--- src/hw/chgirq_defines.vh ---
// Constants for the charger status, interrupt and protection block.
// Assumes a 100 MHz core clock; included by bare name.
`ifndef CHGIRQ_DEFINES_VH
`define CHGIRQ_DEFINES_VH

`define CHGIRQ_CLK_MHZ 100
`define CHGIRQ_PULSE_US 256
`define CHGIRQ_PULSE_CYC (`CHGIRQ_PULSE_US * `CHGIRQ_CLK_MHZ)

// Register indices
`define CHGIRQ_REG_STAT 8'h00
`define CHGIRQ_REG_FLAG 8'h01
`define CHGIRQ_REG_MASK 8'h02
`define CHGIRQ_REG_CTRL 8'h03
`define CHGIRQ_REG_SRCT 8'h04

// Source bit positions in status, flag and mask words
`define CHGIRQ_B_GOOD 0
`define CHGIRQ_B_GONE 1
`define CHGIRQ_B_SRCT 2
`define CHGIRQ_B_ICR 3
`define CHGIRQ_B_VR 4
`define CHGIRQ_B_THERMAL_REGULATION_LIMIT 5
`define CHGIRQ_B_WDOG 6
`define CHGIRQ_B_CHG 7
`define CHGIRQ_B_BTEMP 8
`define CHGIRQ_B_OVP 9
`define CHGIRQ_B_THERMAL_SHUTDOWN 10
`define CHGIRQ_B_BOVP 11
`define CHGIRQ_B_TMR 12
`define CHGIRQ_B_SHORT 13
`define CHGIRQ_B_REV 14
`define CHGIRQ_NSRC 15

// Control register fields
`define CHGIRQ_C_CURRENT_LIMIT_PIN_EN 0
`define CHGIRQ_C_REV_EN 1
`define CHGIRQ_C_THERMAL_REGULATION_LIMIT_LSB 2
`define CHGIRQ_C_THERMAL_REGULATION_LIMIT_MSB 4
`define CHGIRQ_CTRL_RST 8'h01
`define CHGIRQ_MASK_RST 16'h0000

`endif

--- src/hw/chgirq_top.v ---
// Charger status, interrupt and protection logic.
// Assumes analog comparators give levels; they are synchronised here.
// How it works
// - Input good status high, pin low, when input valid, strong, detected.
// - Unmasked events give low interrupt pulses of 256 us; events during a pulse queue one more.
// - Interrupt on good input found, removed, or source type change.
// - Interrupt on entering current, voltage or thermal regulation.
// - Watchdog expiry interrupts; also once after power-up as ready.
// - Charge state change or battery temperature change interrupts.
// - Interrupt on input overvoltage, thermal shutdown, battery overvoltage, timer.
// - Status rising edge pulses interrupt and sets the flag.
// - Per-source mask suppresses that source's pulse.
// - Status shows live condition; flag latches the cause.
// - Reading flags clears them; only a new edge sets again.
// - Current-limit pin regulation counts only while pin enabled.
// - Input overvoltage stops switching, flags, resumes when cleared.
// - Weak input stops switching, drops input good, flags, retries.
// - System overvoltage stops the converter at once.
// - Load short stops switching, flags, interrupts, auto recovers.
// - Reverse overvoltage clears reverse enable, faults, interrupts.
// - Reverse output short clears reverse enable, faults, interrupts.
// - Thermal regulation halves timer, stops termination, interrupts.
// - Boost thermal shutdown stops converter, restarts after cooling.
// - Reverse thermal shutdown clears enable; host re-enables.
//
// The address map and the address-and-strobe port are this design's own decisions.
`timescale 1ns/1ps
`include "chgirq_defines.vh"

module chgirq_top #(
    parameter PULSE_CYC = `CHGIRQ_PULSE_CYC
) (
    // Clock and reset
    input wire core_clk,
    input wire rstn,
    // Analog comparator levels
    input wire vin_above_uvlo,
    input wire vin_over_ov,
    input wire vin_poor,
    input wire src_detect_done,
    input wire [2:0] source_type_status,
    input wire icr_register_loop,
    input wire current_limit_pin_over,
    input wire vreg_loop,
    input wire tj_over_thermal_regulation_limit,
    input wire tj_over_shut,
    input wire tj_below_hys,
    input wire wdog_expired,
    input wire [2:0] charge_state,
    input wire [2:0] battery_temp_status,
    input wire bat_over_ov,
    input wire safety_tmr_expired,
    input wire sys_over_ovp,
    input wire sys_near_vin,
    input wire iin_over_limit,
    input wire rev_out_over_ov,
    input wire rev_out_short,
    // Register port
    input wire [7:0] reg_addr,
    input wire [15:0] reg_wdata,
    input wire reg_wr,
    input wire reg_rd,
    // Outputs
    output reg [15:0] reg_rdata,
    output reg input_good_n_pin,
    output reg int_n_pin,
    output reg switch_en,
    output reg reverse_buck_active,
    output reg term_disable,
    output reg timer_half_rate,
    output reg [2:0] thermal_regulation_limit
);

    localparam N = `CHGIRQ_NSRC;
    localparam NIN = 30;
    localparam ST_IDLE = 1'b0;
    localparam ST_PULSE = 1'b1;
    localparam [31:0] PCYC = PULSE_CYC;

    // ------------------------------------------------------------
    // Input synchronisers
    // ------------------------------------------------------------
    wire [NIN-1:0] raw_in;
    reg [NIN-1:0] s1_q;
    reg [NIN-1:0] s2_q;
    reg [NIN-1:0] s3_q;
    reg [NIN-1:0] in_q;
    assign raw_in = {vin_above_uvlo, vin_over_ov, vin_poor, src_detect_done,
                     source_type_status, icr_register_loop, current_limit_pin_over,
                     vreg_loop, tj_over_thermal_regulation_limit, tj_over_shut, tj_below_hys, wdog_expired,
                     charge_state, battery_temp_status, bat_over_ov, safety_tmr_expired,
                     sys_over_ovp, sys_near_vin, iin_over_limit, rev_out_over_ov,
                     rev_out_short, 3'b000};

    // A change counts only when stages two and three agree
    always @(posedge core_clk or negedge rstn)
    begin
        if (!rstn)
        begin
            s1_q <= {NIN{1'b0}};
            s2_q <= {NIN{1'b0}};
            s3_q <= {NIN{1'b0}};
            in_q <= {NIN{1'b0}};
        end
        else
        begin
            s1_q <= raw_in;
            s2_q <= s1_q;
            s3_q <= s2_q;
            in_q <= (s2_q & s3_q) | (in_q & (s2_q | s3_q));
        end
    end

    wire f_uvlo = in_q[29];
    wire f_ov = in_q[28];
    wire f_poor = in_q[27];
    wire f_det = in_q[26];
    wire [2:0] f_srct = in_q[25:23];
    wire f_icr_reg = in_q[22];
    wire f_current_limit_pin = in_q[21];
    wire f_vreg = in_q[20];
    wire f_thermal_regulation_limit = in_q[19];
    wire f_thermal_shutdown = in_q[18];
    wire f_cool = in_q[17];
    wire f_wdog = in_q[16];
    wire [2:0] f_chg = in_q[15:13];
    wire [2:0] f_btemp = in_q[12:10];
    wire f_bovp = in_q[9];
    wire f_tmr = in_q[8];
    wire f_sovp = in_q[7];
    wire f_near = in_q[6];
    wire f_iin = in_q[5];
    wire f_rovp = in_q[4];
    wire f_rshort = in_q[3];

    // ------------------------------------------------------------
    // Control register and reverse enable
    // ------------------------------------------------------------
    reg [7:0] ctrl_q;
    reg rev_en_q;
    reg boot_q;
    wire wr_ctrl = reg_wr && (reg_addr == `CHGIRQ_REG_CTRL);
    wire current_limit_pin_en = ctrl_q[`CHGIRQ_C_CURRENT_LIMIT_PIN_EN];
    wire thermal_shutdown_hot = f_thermal_shutdown && !f_cool;

    always @(posedge core_clk or negedge rstn)
    begin
        if (!rstn)
        begin
            ctrl_q <= `CHGIRQ_CTRL_RST;
            rev_en_q <= 1'b0;
        end
        else
        begin
            if (wr_ctrl)
                ctrl_q <= reg_wdata[7:0];
            // Fault clear wins over a host write in the same cycle
            if (rev_en_q && (f_rovp || f_rshort || thermal_shutdown_hot))
                rev_en_q <= 1'b0;
            else if (wr_ctrl)
                rev_en_q <= reg_wdata[`CHGIRQ_C_REV_EN];
        end
    end

    // ------------------------------------------------------------
    // Live status vector
    // ------------------------------------------------------------
    reg [2:0] srct_q;
    reg [2:0] chg_q;
    reg [2:0] btemp_q;
    reg rev_fault_q;
    reg good_q;
    wire good = f_uvlo && !f_ov && !f_poor && f_det;
    wire icr = f_icr_reg || (current_limit_pin_en && f_current_limit_pin);
    wire [N-1:0] stat;

    assign stat[`CHGIRQ_B_GOOD] = good;
    assign stat[`CHGIRQ_B_GONE] = !good;
    assign stat[`CHGIRQ_B_SRCT] = |(srct_q ^ f_srct);
    assign stat[`CHGIRQ_B_ICR] = icr;
    assign stat[`CHGIRQ_B_VR] = f_vreg;
    assign stat[`CHGIRQ_B_THERMAL_REGULATION_LIMIT] = f_thermal_regulation_limit;
    assign stat[`CHGIRQ_B_WDOG] = f_wdog || boot_q;
    assign stat[`CHGIRQ_B_CHG] = |(chg_q ^ f_chg);
    assign stat[`CHGIRQ_B_BTEMP] = |(btemp_q ^ f_btemp);
    assign stat[`CHGIRQ_B_OVP] = f_ov;
    assign stat[`CHGIRQ_B_THERMAL_SHUTDOWN] = thermal_shutdown_hot;
    assign stat[`CHGIRQ_B_BOVP] = f_bovp;
    assign stat[`CHGIRQ_B_TMR] = f_tmr;
    assign stat[`CHGIRQ_B_SHORT] = f_near && f_iin;
    assign stat[`CHGIRQ_B_REV] = rev_fault_q;

    // ------------------------------------------------------------
    // Flags, masks and edge detection
    // ------------------------------------------------------------
    reg [15:0] mask_q;
    reg pend_q;
    wire [N-1:0] evt_v;
    wire [N-1:0] flag_v;
    wire rd_flag = reg_rd && (reg_addr == `CHGIRQ_REG_FLAG);
    genvar j;

    // One cell per source keeps edge, flag and mask handling identical
    generate
        for (j = 0; j < N; j = j + 1)
        begin : g_src
            // Removed starts high so leaving reset is not seen as a removal
            chgirq_src_cell #(
                .STAT_RST(j == `CHGIRQ_B_GONE ? 1'b1 : 1'b0)
            ) chgirq_src_cell_inst (
                .core_clk(core_clk),
                .rstn(rstn),
                .stat_in(stat[j]),
                .flag_clr(rd_flag),
                .mask_bit(mask_q[j]),
                .evt(evt_v[j]),
                .flag_q(flag_v[j])
            );
        end
    endgenerate

    // Change-type sources are one-cycle; edge re-arms by tracking values
    always @(posedge core_clk or negedge rstn)
    begin
        if (!rstn)
        begin
            mask_q <= `CHGIRQ_MASK_RST;
            srct_q <= 3'h0;
            chg_q <= 3'h0;
            btemp_q <= 3'h0;
            boot_q <= 1'b1;
            good_q <= 1'b0;
            rev_fault_q <= 1'b0;
        end
        else
        begin
            srct_q <= f_srct;
            chg_q <= f_chg;
            btemp_q <= f_btemp;
            boot_q <= 1'b0;
            good_q <= good;
            rev_fault_q <= rev_en_q && (f_rovp || f_rshort);
            if (reg_wr && (reg_addr == `CHGIRQ_REG_MASK))
                mask_q <= reg_wdata;
        end
    end

    // ------------------------------------------------------------
    // Interrupt pulse generator
    // ------------------------------------------------------------
    reg st_q;
    reg [31:0] cnt_q;
    wire evt = |evt_v;
    always @(posedge core_clk or negedge rstn)
    begin
        if (!rstn)
        begin
            st_q <= ST_IDLE;
            cnt_q <= 32'h00000000;
            pend_q <= 1'b0;
            int_n_pin <= 1'b1;
        end
        else
        begin
            case (st_q)
                ST_IDLE:
                begin
                    if (evt || pend_q)
                    begin
                        st_q <= ST_PULSE;
                        cnt_q <= PCYC - 32'h00000001;
                        pend_q <= 1'b0;
                        int_n_pin <= 1'b0;
                    end
                end
                ST_PULSE:
                begin
                    // Events in a pulse queue one following pulse
                    if (evt)
                        pend_q <= 1'b1;
                    if (cnt_q == 32'h00000000)
                    begin
                        st_q <= ST_IDLE;
                        int_n_pin <= 1'b1;
                    end
                    else
                        cnt_q <= cnt_q - 32'h00000001;
                end
                default:
                begin
                    st_q <= ST_IDLE;
                    int_n_pin <= 1'b1;
                end
            endcase
        end
    end

    // ------------------------------------------------------------
    // Protection outputs and read port
    // ------------------------------------------------------------
    wire stop = f_ov || f_poor || f_sovp || thermal_shutdown_hot || (f_near && f_iin);
    always @(posedge core_clk or negedge rstn)
    begin
        if (!rstn)
        begin
            input_good_n_pin <= 1'b1;
            switch_en <= 1'b0;
            reverse_buck_active <= 1'b0;
            term_disable <= 1'b0;
            timer_half_rate <= 1'b0;
            thermal_regulation_limit <= 3'h0;
            reg_rdata <= 16'h0000;
        end
        else
        begin
            input_good_n_pin <= !good_q;
            switch_en <= !stop && !rev_en_q;
            reverse_buck_active <= rev_en_q && !f_rovp && !f_rshort && !thermal_shutdown_hot;
            term_disable <= f_thermal_regulation_limit;
            timer_half_rate <= f_thermal_regulation_limit || icr || f_vreg;
            thermal_regulation_limit <= ctrl_q[`CHGIRQ_C_THERMAL_REGULATION_LIMIT_MSB:`CHGIRQ_C_THERMAL_REGULATION_LIMIT_LSB];
            reg_rdata <= 16'h0000;
            if (reg_rd)
            begin
                case (reg_addr)
                    `CHGIRQ_REG_STAT: reg_rdata <= {1'b0, stat};
                    `CHGIRQ_REG_FLAG: reg_rdata <= {1'b0, flag_v};
                    `CHGIRQ_REG_MASK: reg_rdata <= mask_q;
                    `CHGIRQ_REG_CTRL: reg_rdata <= {8'h00, ctrl_q[7:2], rev_en_q, ctrl_q[0]};
                    `CHGIRQ_REG_SRCT: reg_rdata <= {7'h00, f_btemp, f_chg, f_srct};
                    default: reg_rdata <= 16'h0000;
                endcase
            end
        end
    end

endmodule // chgirq_top

// ------------------------------------------------------------
// Interrupt source cell
// ------------------------------------------------------------
// One source: rising edge of its status, sticky flag, mask gate.
// Assumes the status is already synchronous to core_clk.
module chgirq_src_cell #(
    parameter [0:0] STAT_RST = 1'b0
) (
    // Clock and reset
    input wire core_clk,
    input wire rstn,
    // Source status and host controls
    input wire stat_in,
    input wire flag_clr,
    input wire mask_bit,
    // Results
    output wire evt,
    output reg flag_q
);

    reg stat_q;
    wire rise = stat_in && !stat_q;

    // Masking gates only the pulse; the flag still records the cause
    assign evt = rise && !mask_bit;

    always @(posedge core_clk or negedge rstn)
    begin
        if (!rstn)
        begin
            stat_q <= STAT_RST;
            flag_q <= 1'b0;
        end
        else
        begin
            stat_q <= stat_in;
            // New edge wins over a read clear in the same cycle
            flag_q <= (flag_q && !flag_clr) || rise;
        end
    end

endmodule // chgirq_src_cell

--- config.mk ---
export PLATFORM = sky130hd
export DESIGN_NAME = chgirq_top
export DESIGN_NICKNAME = d
export VERILOG_FILES = /design/src/hw/chgirq_top.v
export VERILOG_INCLUDE_DIRS = /design/src /design/src/hw
export SDC_FILE = /design/constraint.sdc
export NUM_CORES = 1
export LEC_CHECK = 0
export BUFFER_PORTS_ARGS = -buffer_cell sky130_fd_sc_hd__buf_4
export CORE_MARGIN = 3
export CORE_UTILIZATION = 30
export DETAILED_ROUTE_END_ITERATION = 10
export GPL_TIMING_DRIVEN = 0
export PLACE_DENSITY_LB_ADDON = 0.1
export SLEW_MARGIN = 5
export SYNTH_ARGS = -nofsm -noshare
export SYNTH_HDL_FRONTEND = slang
export SYNTH_SLANG_ARGS = --single-unit
--- constraint.sdc ---
create_clock -name core_clk -period 4.42 [get_ports core_clk]
set_clock_uncertainty 0.15 [all_clocks]
set_input_delay 0.663 -clock core_clk [delete_from_list [all_inputs] [get_ports core_clk]]
set_output_delay 0.663 -clock core_clk [all_outputs]
set_load 0.005 [all_outputs]
==> impl_metrics.csv, run 1 <==
group,metric,value,unit
clock_tree,cts_buffers,26,
run,cap_violations,0,
drt,routed_via_density,4.87,
drt,totalWireLength,20.7,mm
pwr,power_switching,1140,uW
floorplan,dieArea,0.0309,sq mm
clock_tree,ctsResizeCount,0,
global_routing,grt_pass1_wl,33.1,mm
layout,area_growth,24.2,%
global_routing,globalRoute.totalOverflow,0,
placement,dp.cells,1088,
critical_path,cp_max_fo,10,
yosys,synth.most_common_cell,"dfrtp_1",
yosys,synth_edf_count,0,
clock_tree,post_cts_buffers,0,
yosys,synthMuxAreaShare,4.59,%
critical_path,cpPeakStageDelay,470,ps
sta,fin_worst_hold_slack,80.0,ps
pwr,p_sw_share,22.9,%
pwr,power.internal,3820,uW
layout,final_net_count,795,
critical_path,path_cells,"nor2_1 -> nand3_1 -> inv_1 -> mux2i_1 -> nand4_1 -> nor3_2 -> buf_2 -> a22o_1",
placement,port_buffers,79,
yosys,yosysTopAreaCell,"dfrtp_1",
floorplan,start_util,30.8,%
yosys,synthAdderAreaFrac,3.27,%
floorplan,rows,61,
yosys,synth-compound-area-share,10.8,%
critical_path,startpoint_type,"flip-flop",
clock_tree,cts_buffer_depth,3,
sta,worst_pin_slew,1310,ps
placement,dp_hpwl,14.0,mm
drt,postRouteAntennaNets,0,
yosys,ys_types,73,
layout,fin_area,0.0107,sq mm
yosys,syn-num-nets,685,
sta,setup_viol,0,
yosys,synthSimpleGateAreaFrac,10.7,%
yosys,async_flop_share,100,%
clock_tree,cts.sinks,231,
drt,via_count,5534,
yosys,ys_top_cells_by_count,"dfrtp_1, nor2_1, maj3_1, inv_1, a21oi_1",
placement,place.gp.congestion,0.846,
pwr,vdd_drop_max,291,uV
pwr,comb_power_share,5.4,%
sta,min_period,2980,ps
yosys,yosysSeqAreaShare,66.9,%
clock_tree,htree_levels,1,
drt,wire_per_inst,18.2,um
yosys,synthXorXnorAreaFrac,1.42,%
critical_path,endpoint_kind,"flip-flop",
global_routing,grt_use_met3,2.23,%
critical_path,cpLargestDelayFamily,"simple AND/OR/NAND/NOR gates",
clock_tree,clk_latency,540,ps
yosys,synth_flop_cell,"dfrtp_1",
clock_tree,clkTransAtPathRegs,60,ps
global_routing,gr-max-usage-layer,"met2",
hold_path,hold_class,"input pin to flip-flop",
pwr,power.leakage,0.00479,uW
layout,drive_above_1_share,23.8,%
floorplan,core_area,0.0281,sq mm
global_routing,grt_pass1_vias,5948,
yosys,synth_cells,629,
sta,clock.fmax,335,MHz
sta,fin_crit_sh,67.5,%
floorplan,die_h,176,um
global_routing,grt_use_met2,21.1,%
critical_path,crit_cells,8,
layout,diodes,0,
sta,setup_tns,0,ps
yosys,synthTopCellsByArea,"dfrtp_1, maj3_1, mux2_4, mux2_2, dfstp_2",
sta,finalMaxSlewViolations,0,
hold_path,hold_depth,1,
critical_path,reg2reg_depth,8,
drt,drc,0,
yosys,synth_area_per_cell,13.7,sq um
yosys,yosysWarnings,0,
placement,post_dp_cell_area,0.00977,sq mm
clock_tree,cts_tree,"built",
yosys,synth_seq_cells,231,
clock_tree,root_buffer,"clkbuf_16",
drt,drt_iter0_drc,381,
yosys,syn_area,0.00864,sq mm
critical_path,critical_path_required,4730,ps
yosys,synth_top_family_by_area,"compound AO/OA/AOI/OAI gates",
global_routing,grt_use_met1,18.7,%
sta,max_slew_margin,11.9,%
global_routing,grt_use_total,13.3,%
global_routing,grt_max_degree,93,
sta,final_hold_viol_count,0,
drt,first_pass_iters,6,
run_status,status,"completed",
layout,postLayoutCoreUtil,38.2,%
critical_path,crit_arrival,3300,ps
pwr,seq_power_share,47.5,%
floorplan,die_x,176,um
critical_path,criticalPathCategory,"flip-flop to flip-flop",
pwr,p_clk_share,47.1,%
pwr,pwr_density_cell,462,mW/mm^2
yosys,yosys.area.top_type_share,65.4,%
floorplan,io_pins,80,
critical_path,crit_slowest_cell,"nor3_2",
critical_path,cp_num_buf_inv,2,
sta,rsz0062_at_grt,"no",
layout,final_cells,1137,
global_routing,antenna_found_initial,0,
layout,fill_cells,2716,
==> metal layers <==
metal	part of all wire, %	vias up
li1	-	2543
met1	47	2816
met2	46	131
met3	4.1	44
met4	2.9	0
met5	0	-
==> cells by family (layout without fill, tap and decap cells) <==
| family | Yosys count | after routing |
|---|---|---|
| DFF | 231 | 231 |
| and+or+nand+nor | 153 | 153 |
| AOI/OAI and AO/OA | 121 | 121 |
| buffers and inverters | 48 | 178 |
| muxes | 33 | 33 |
| adders and majority gates | 28 | 28 |
| xor gates and xnor gates | 14 | 14 |
| other | 1 | 1 |
==> sequential cells by signal (all words and copies together), names as in the netlist, 3 cells and up <==
signal                             cells
btemp_q                                3
chg_q                                  3
cnt_q                                 32
ctrl_q                                 7
g_src.chgirq_src_cell_inst.flag_q     15
g_src.chgirq_src_cell_inst.stat_q     15
in_q                                  27
mask_q                                16
reg_rdata                             16
s1_q                                  27
s2_q                                  27
s3_q                                  27
srct_q                                 3
thermal_regulation_limit               3
==> through the flow <==
step,power (uW),setup slack (ps)
2_1_floorplan,2500,1790
3_3_place_gp,2640,761
3_5_place_dp,2660,1170
4_1_cts,5040,1400
5_1_grt,5180,1240
6_report,4960,1440
==> layout by cell type (no fill, tap or decap), types with 10 or more instances in the layout <==
cell type / n
dfrtp_1: 226
buf_4: 78
nor2_1: 33
maj3_1: 27
clkbuf_16: 26
inv_1: 25
a21oi_1: 23
nand2_1: 19
clkbuf_1: 16
nand3_1: 15
nor3_1: 15
xnor2_1: 14
mux2_2: 13
a22o_1: 12
nor4_1: 11
mux2i_1: 10
a222oi_1: 10
mux2_4: 10
==> what timing repair did <==
action | CTS | global route
endpoints found under the setup margin | 0 | 0
hold buffers | 1 | 0
endpoints found under the hold margin | 53 | 0
==> power groups by stage <==
stage          logic (uW)  registers, uW  clock network, uW
2_1_floorplan         137           2360                  0
3_3_place_gp          258           2390                  0
3_5_place_dp          273           2390                  0
4_1_cts               274           2350               2410
5_1_grt               300           2370               2510
6_report              268           2360               2330
==> area by class of cell <==
type / instances / area (sq um) / area share (%)
Sequential cell: 231 / 5790 / 53.9
Multi-Input combinational cell: 350 / 2660 / 24.8
Clock buffer: 33 / 717 / 6.68
Inverter: 26 / 97.6 / 0.909
Clock inverter: 15 / 236 / 2.20
Timing Repair Buffer: 82 / 666 / 6.20
Tap cell: 378 / 473 / 4.41
Buffer: 22 / 97.6 / 0.909
==> final timing paths <==
check / start / endpoint / slack [ps]
setup / recovery: in_q[28] / cnt_q[26] / 1440
hold / removal: wdog_expired / s1_q[16] / 80
setup reg to reg: in_q[28] / cnt_q[26] / 1440
hold reg to reg: s1_q[6] / s2_q[6] / 200
max in group asynchronous: rstn / boot_q / 2810
min in group asynchronous: rstn / cnt_q[18] / 500
Note: power is estimated with default switching activity, not from simulation.
==> inputs of run 2 (changes only) <==
==> constraint.sdc (replaced) <==
create_clock -name core_clk -period 2.47 [get_ports core_clk]
set_clock_uncertainty 0.15 [all_clocks]
set_input_delay 0.3705 -clock core_clk [delete_from_list [all_inputs] [get_ports core_clk]]
set_output_delay 0.3705 -clock core_clk [all_outputs]
set_load 0.005 [all_outputs]
==> run 2 against run 1 <==
  * Fmax grew 22%
  * Final cell count increased by 5.4%
  * Sequential power rose by 79%
  * Register-to-register slack got worse by 1400 ps
  * Die area unchanged
  * Highest routed layer unchanged
==> impl_metrics.csv, run 2 (synthesis gave the netlist of run 1 again) <==
group,metric,value,unit
sta,finalMaxSlewViolations,0,
sta,clock.fmax,410,MHz
floorplan,io_pins,80,
sta,setup_ws,31.3,ps
layout,final_common_cell,"dfrtp_1",
run_status,status,"completed",
critical_path,startpoint_type,"flip-flop",
layout,fill_cells,2672,
placement,port_buffers,79,
clock_tree,cts_tree,"built",
sta,min_period,2440,ps
drt,wire_per_inst,17.7,um
clock_tree,root_buffer,"clkbuf_16",
drt,drt_iter0_drc,384,
layout,postLayoutCoreUtil,41.0,%
layout,multi_input_area,0.00286,sq mm
sta,setup_viol,0,
drt,routed_via_density,4.84,
critical_path,criticalPathCategory,"flip-flop to flip-flop",
layout,diodes,0,
floorplan,core_area,0.0281,sq mm
layout,area_growth,33.3,%
global_routing,antenna_found_initial,0,
clock_tree,htree_levels,1,
drt,via_count,5796,
sta,max_slew_margin,35.1,%
sta,final_hold_viol_count,0,
pwr,pwr_density_cell,779,mW/mm^2
layout,drive_above_1_share,27.6,%
sta,setup_tns,0,ps
hold_path,hold_depth,4,
pwr,power.leakage,0.00511,uW
clock_tree,cts.sinks,231,
critical_path,cpLargestDelayFamily,"simple AND/OR/NAND/NOR gates",
critical_path,cp_max_fo,4,
placement,dp_hpwl,14.0,mm
clock_tree,clk_latency,540,ps
pwr,vdd_drop_max,520,uV
floorplan,die_x,176,um
drt,postRouteAntennaNets,0,
global_routing,grt_use_total,13.7,%
global_routing,grt_max_degree,93,
critical_path,crit_arrival,2700,ps
critical_path,critical_path_required,2730,ps
floorplan,start_util,30.8,%
layout,regMostFlops,"cnt_q",
critical_path,path_cells,"inv_2 -> ha_4 -> nor3b_4 -> nand4_4 -> or3_1 -> buf_6 -> o311a_1 -> a221o_1",
global_routing,grt_pass1_wl,34.0,mm
sta,worst_pin_slew,968,ps
drt,first_pass_iters,8,
clock_tree,cts_buffer_depth,3,
layout,largest_reg_flops,32,
layout,final_net_count,856,
drt,totalWireLength,21.3,mm
critical_path,reg2reg_depth,8,
placement,place.gp.congestion,0.846,
run,cap_violations,0,
global_routing,globalRoute.totalOverflow,0,
critical_path,cpPeakStageDelay,430,ps
floorplan,die_h,176,um
hold_path,hold_class,"input pin to flip-flop",
sta,fin_crit_sh,98.7,%
sta,rsz0062_at_grt,"yes",
sta,fin_worst_hold_slack,159,ps
clock_tree,cts_buffers,26,
critical_path,crit_cells,8,
layout,final_cell_mix,"dfrtp_1, buf_4, dlygate4sd3_1",
clock_tree,clkTransAtPathRegs,60,ps
floorplan,dieArea,0.0309,sq mm
drt,drc,0,
global_routing,grt_pass1_vias,6156,
critical_path,cp_num_buf_inv,2,
layout,regArea,0.00579,sq mm
critical_path,crit_slowest_cell,"dfrtp_2",
pwr,p_total,8980,uW
placement,dp_slack,-527,ps
critical_path,endpoint_kind,"flip-flop",
floorplan,rows,61,
## run 2: power breakdown
group / total (uW) / switching (uW) / internal (uW)
Combinational: 570 / 276 / 294
Sequential: 4230 / 214 / 4010
Clock: 4180 / 1580 / 2590
## run 2: routing by layer
metal	routed length (um)	vias up	part of all wire, %	track usage [%]
li1	-	2669	-	-
met1	9730	2944	46	19.1
met2	10100	143	48	22.0
met3	840	40	4.0	2.25
met4	569	0	2.7	4.39
met5	0	-	0	0
## run 2: cell type report
class	count	area share, %
Buffer	21	0.923
Multi-Input combinational cell	350	24.8
Clock inverter	15	2.05
Clock buffer	33	6.22
Inverter	26	0.880
Sequential cell	231	50.3
Tap cell	378	4.11
Timing Repair Buffer	144	10.8
## run 2: worst paths after layout
check / start / endpoint / slack [ps]
setup reg to reg: cnt_q[0] / cnt_q[28] / 30
min in group asynchronous: rstn / cnt_q[18] / 210
setup / recovery: cnt_q[0] / cnt_q[28] / 30
max in group asynchronous: rstn / boot_q / 1140
hold / removal: reg_addr[1] / reg_rdata[14] / 160
hold reg to reg: s1_q[6] / s2_q[6] / 200
## run 2: repair_timing
item                                    CTS  global route
resized for setup                        28            23
buffers inserted                         10             9
pin swaps                                 5            12
endpoints found under the hold margin   104             0
hold buffers                             44             0
endpoints found under the setup margin   35            29
## run 2: tightest hold or removal path: stages
cell	delay, ps
buf_4	100
nor2b_1	110
a21oi_1	160
nor2_1	50
## run 2: through the flow
stage | area, sq um | instances
final | 11500 | 1198
after global routing | 11500 | 1198
after CTS | 11400 | 1189
after detailed placement | 9770 | 1088
after global placement | 9710 | 1086
after floorplan | 8640 | 629
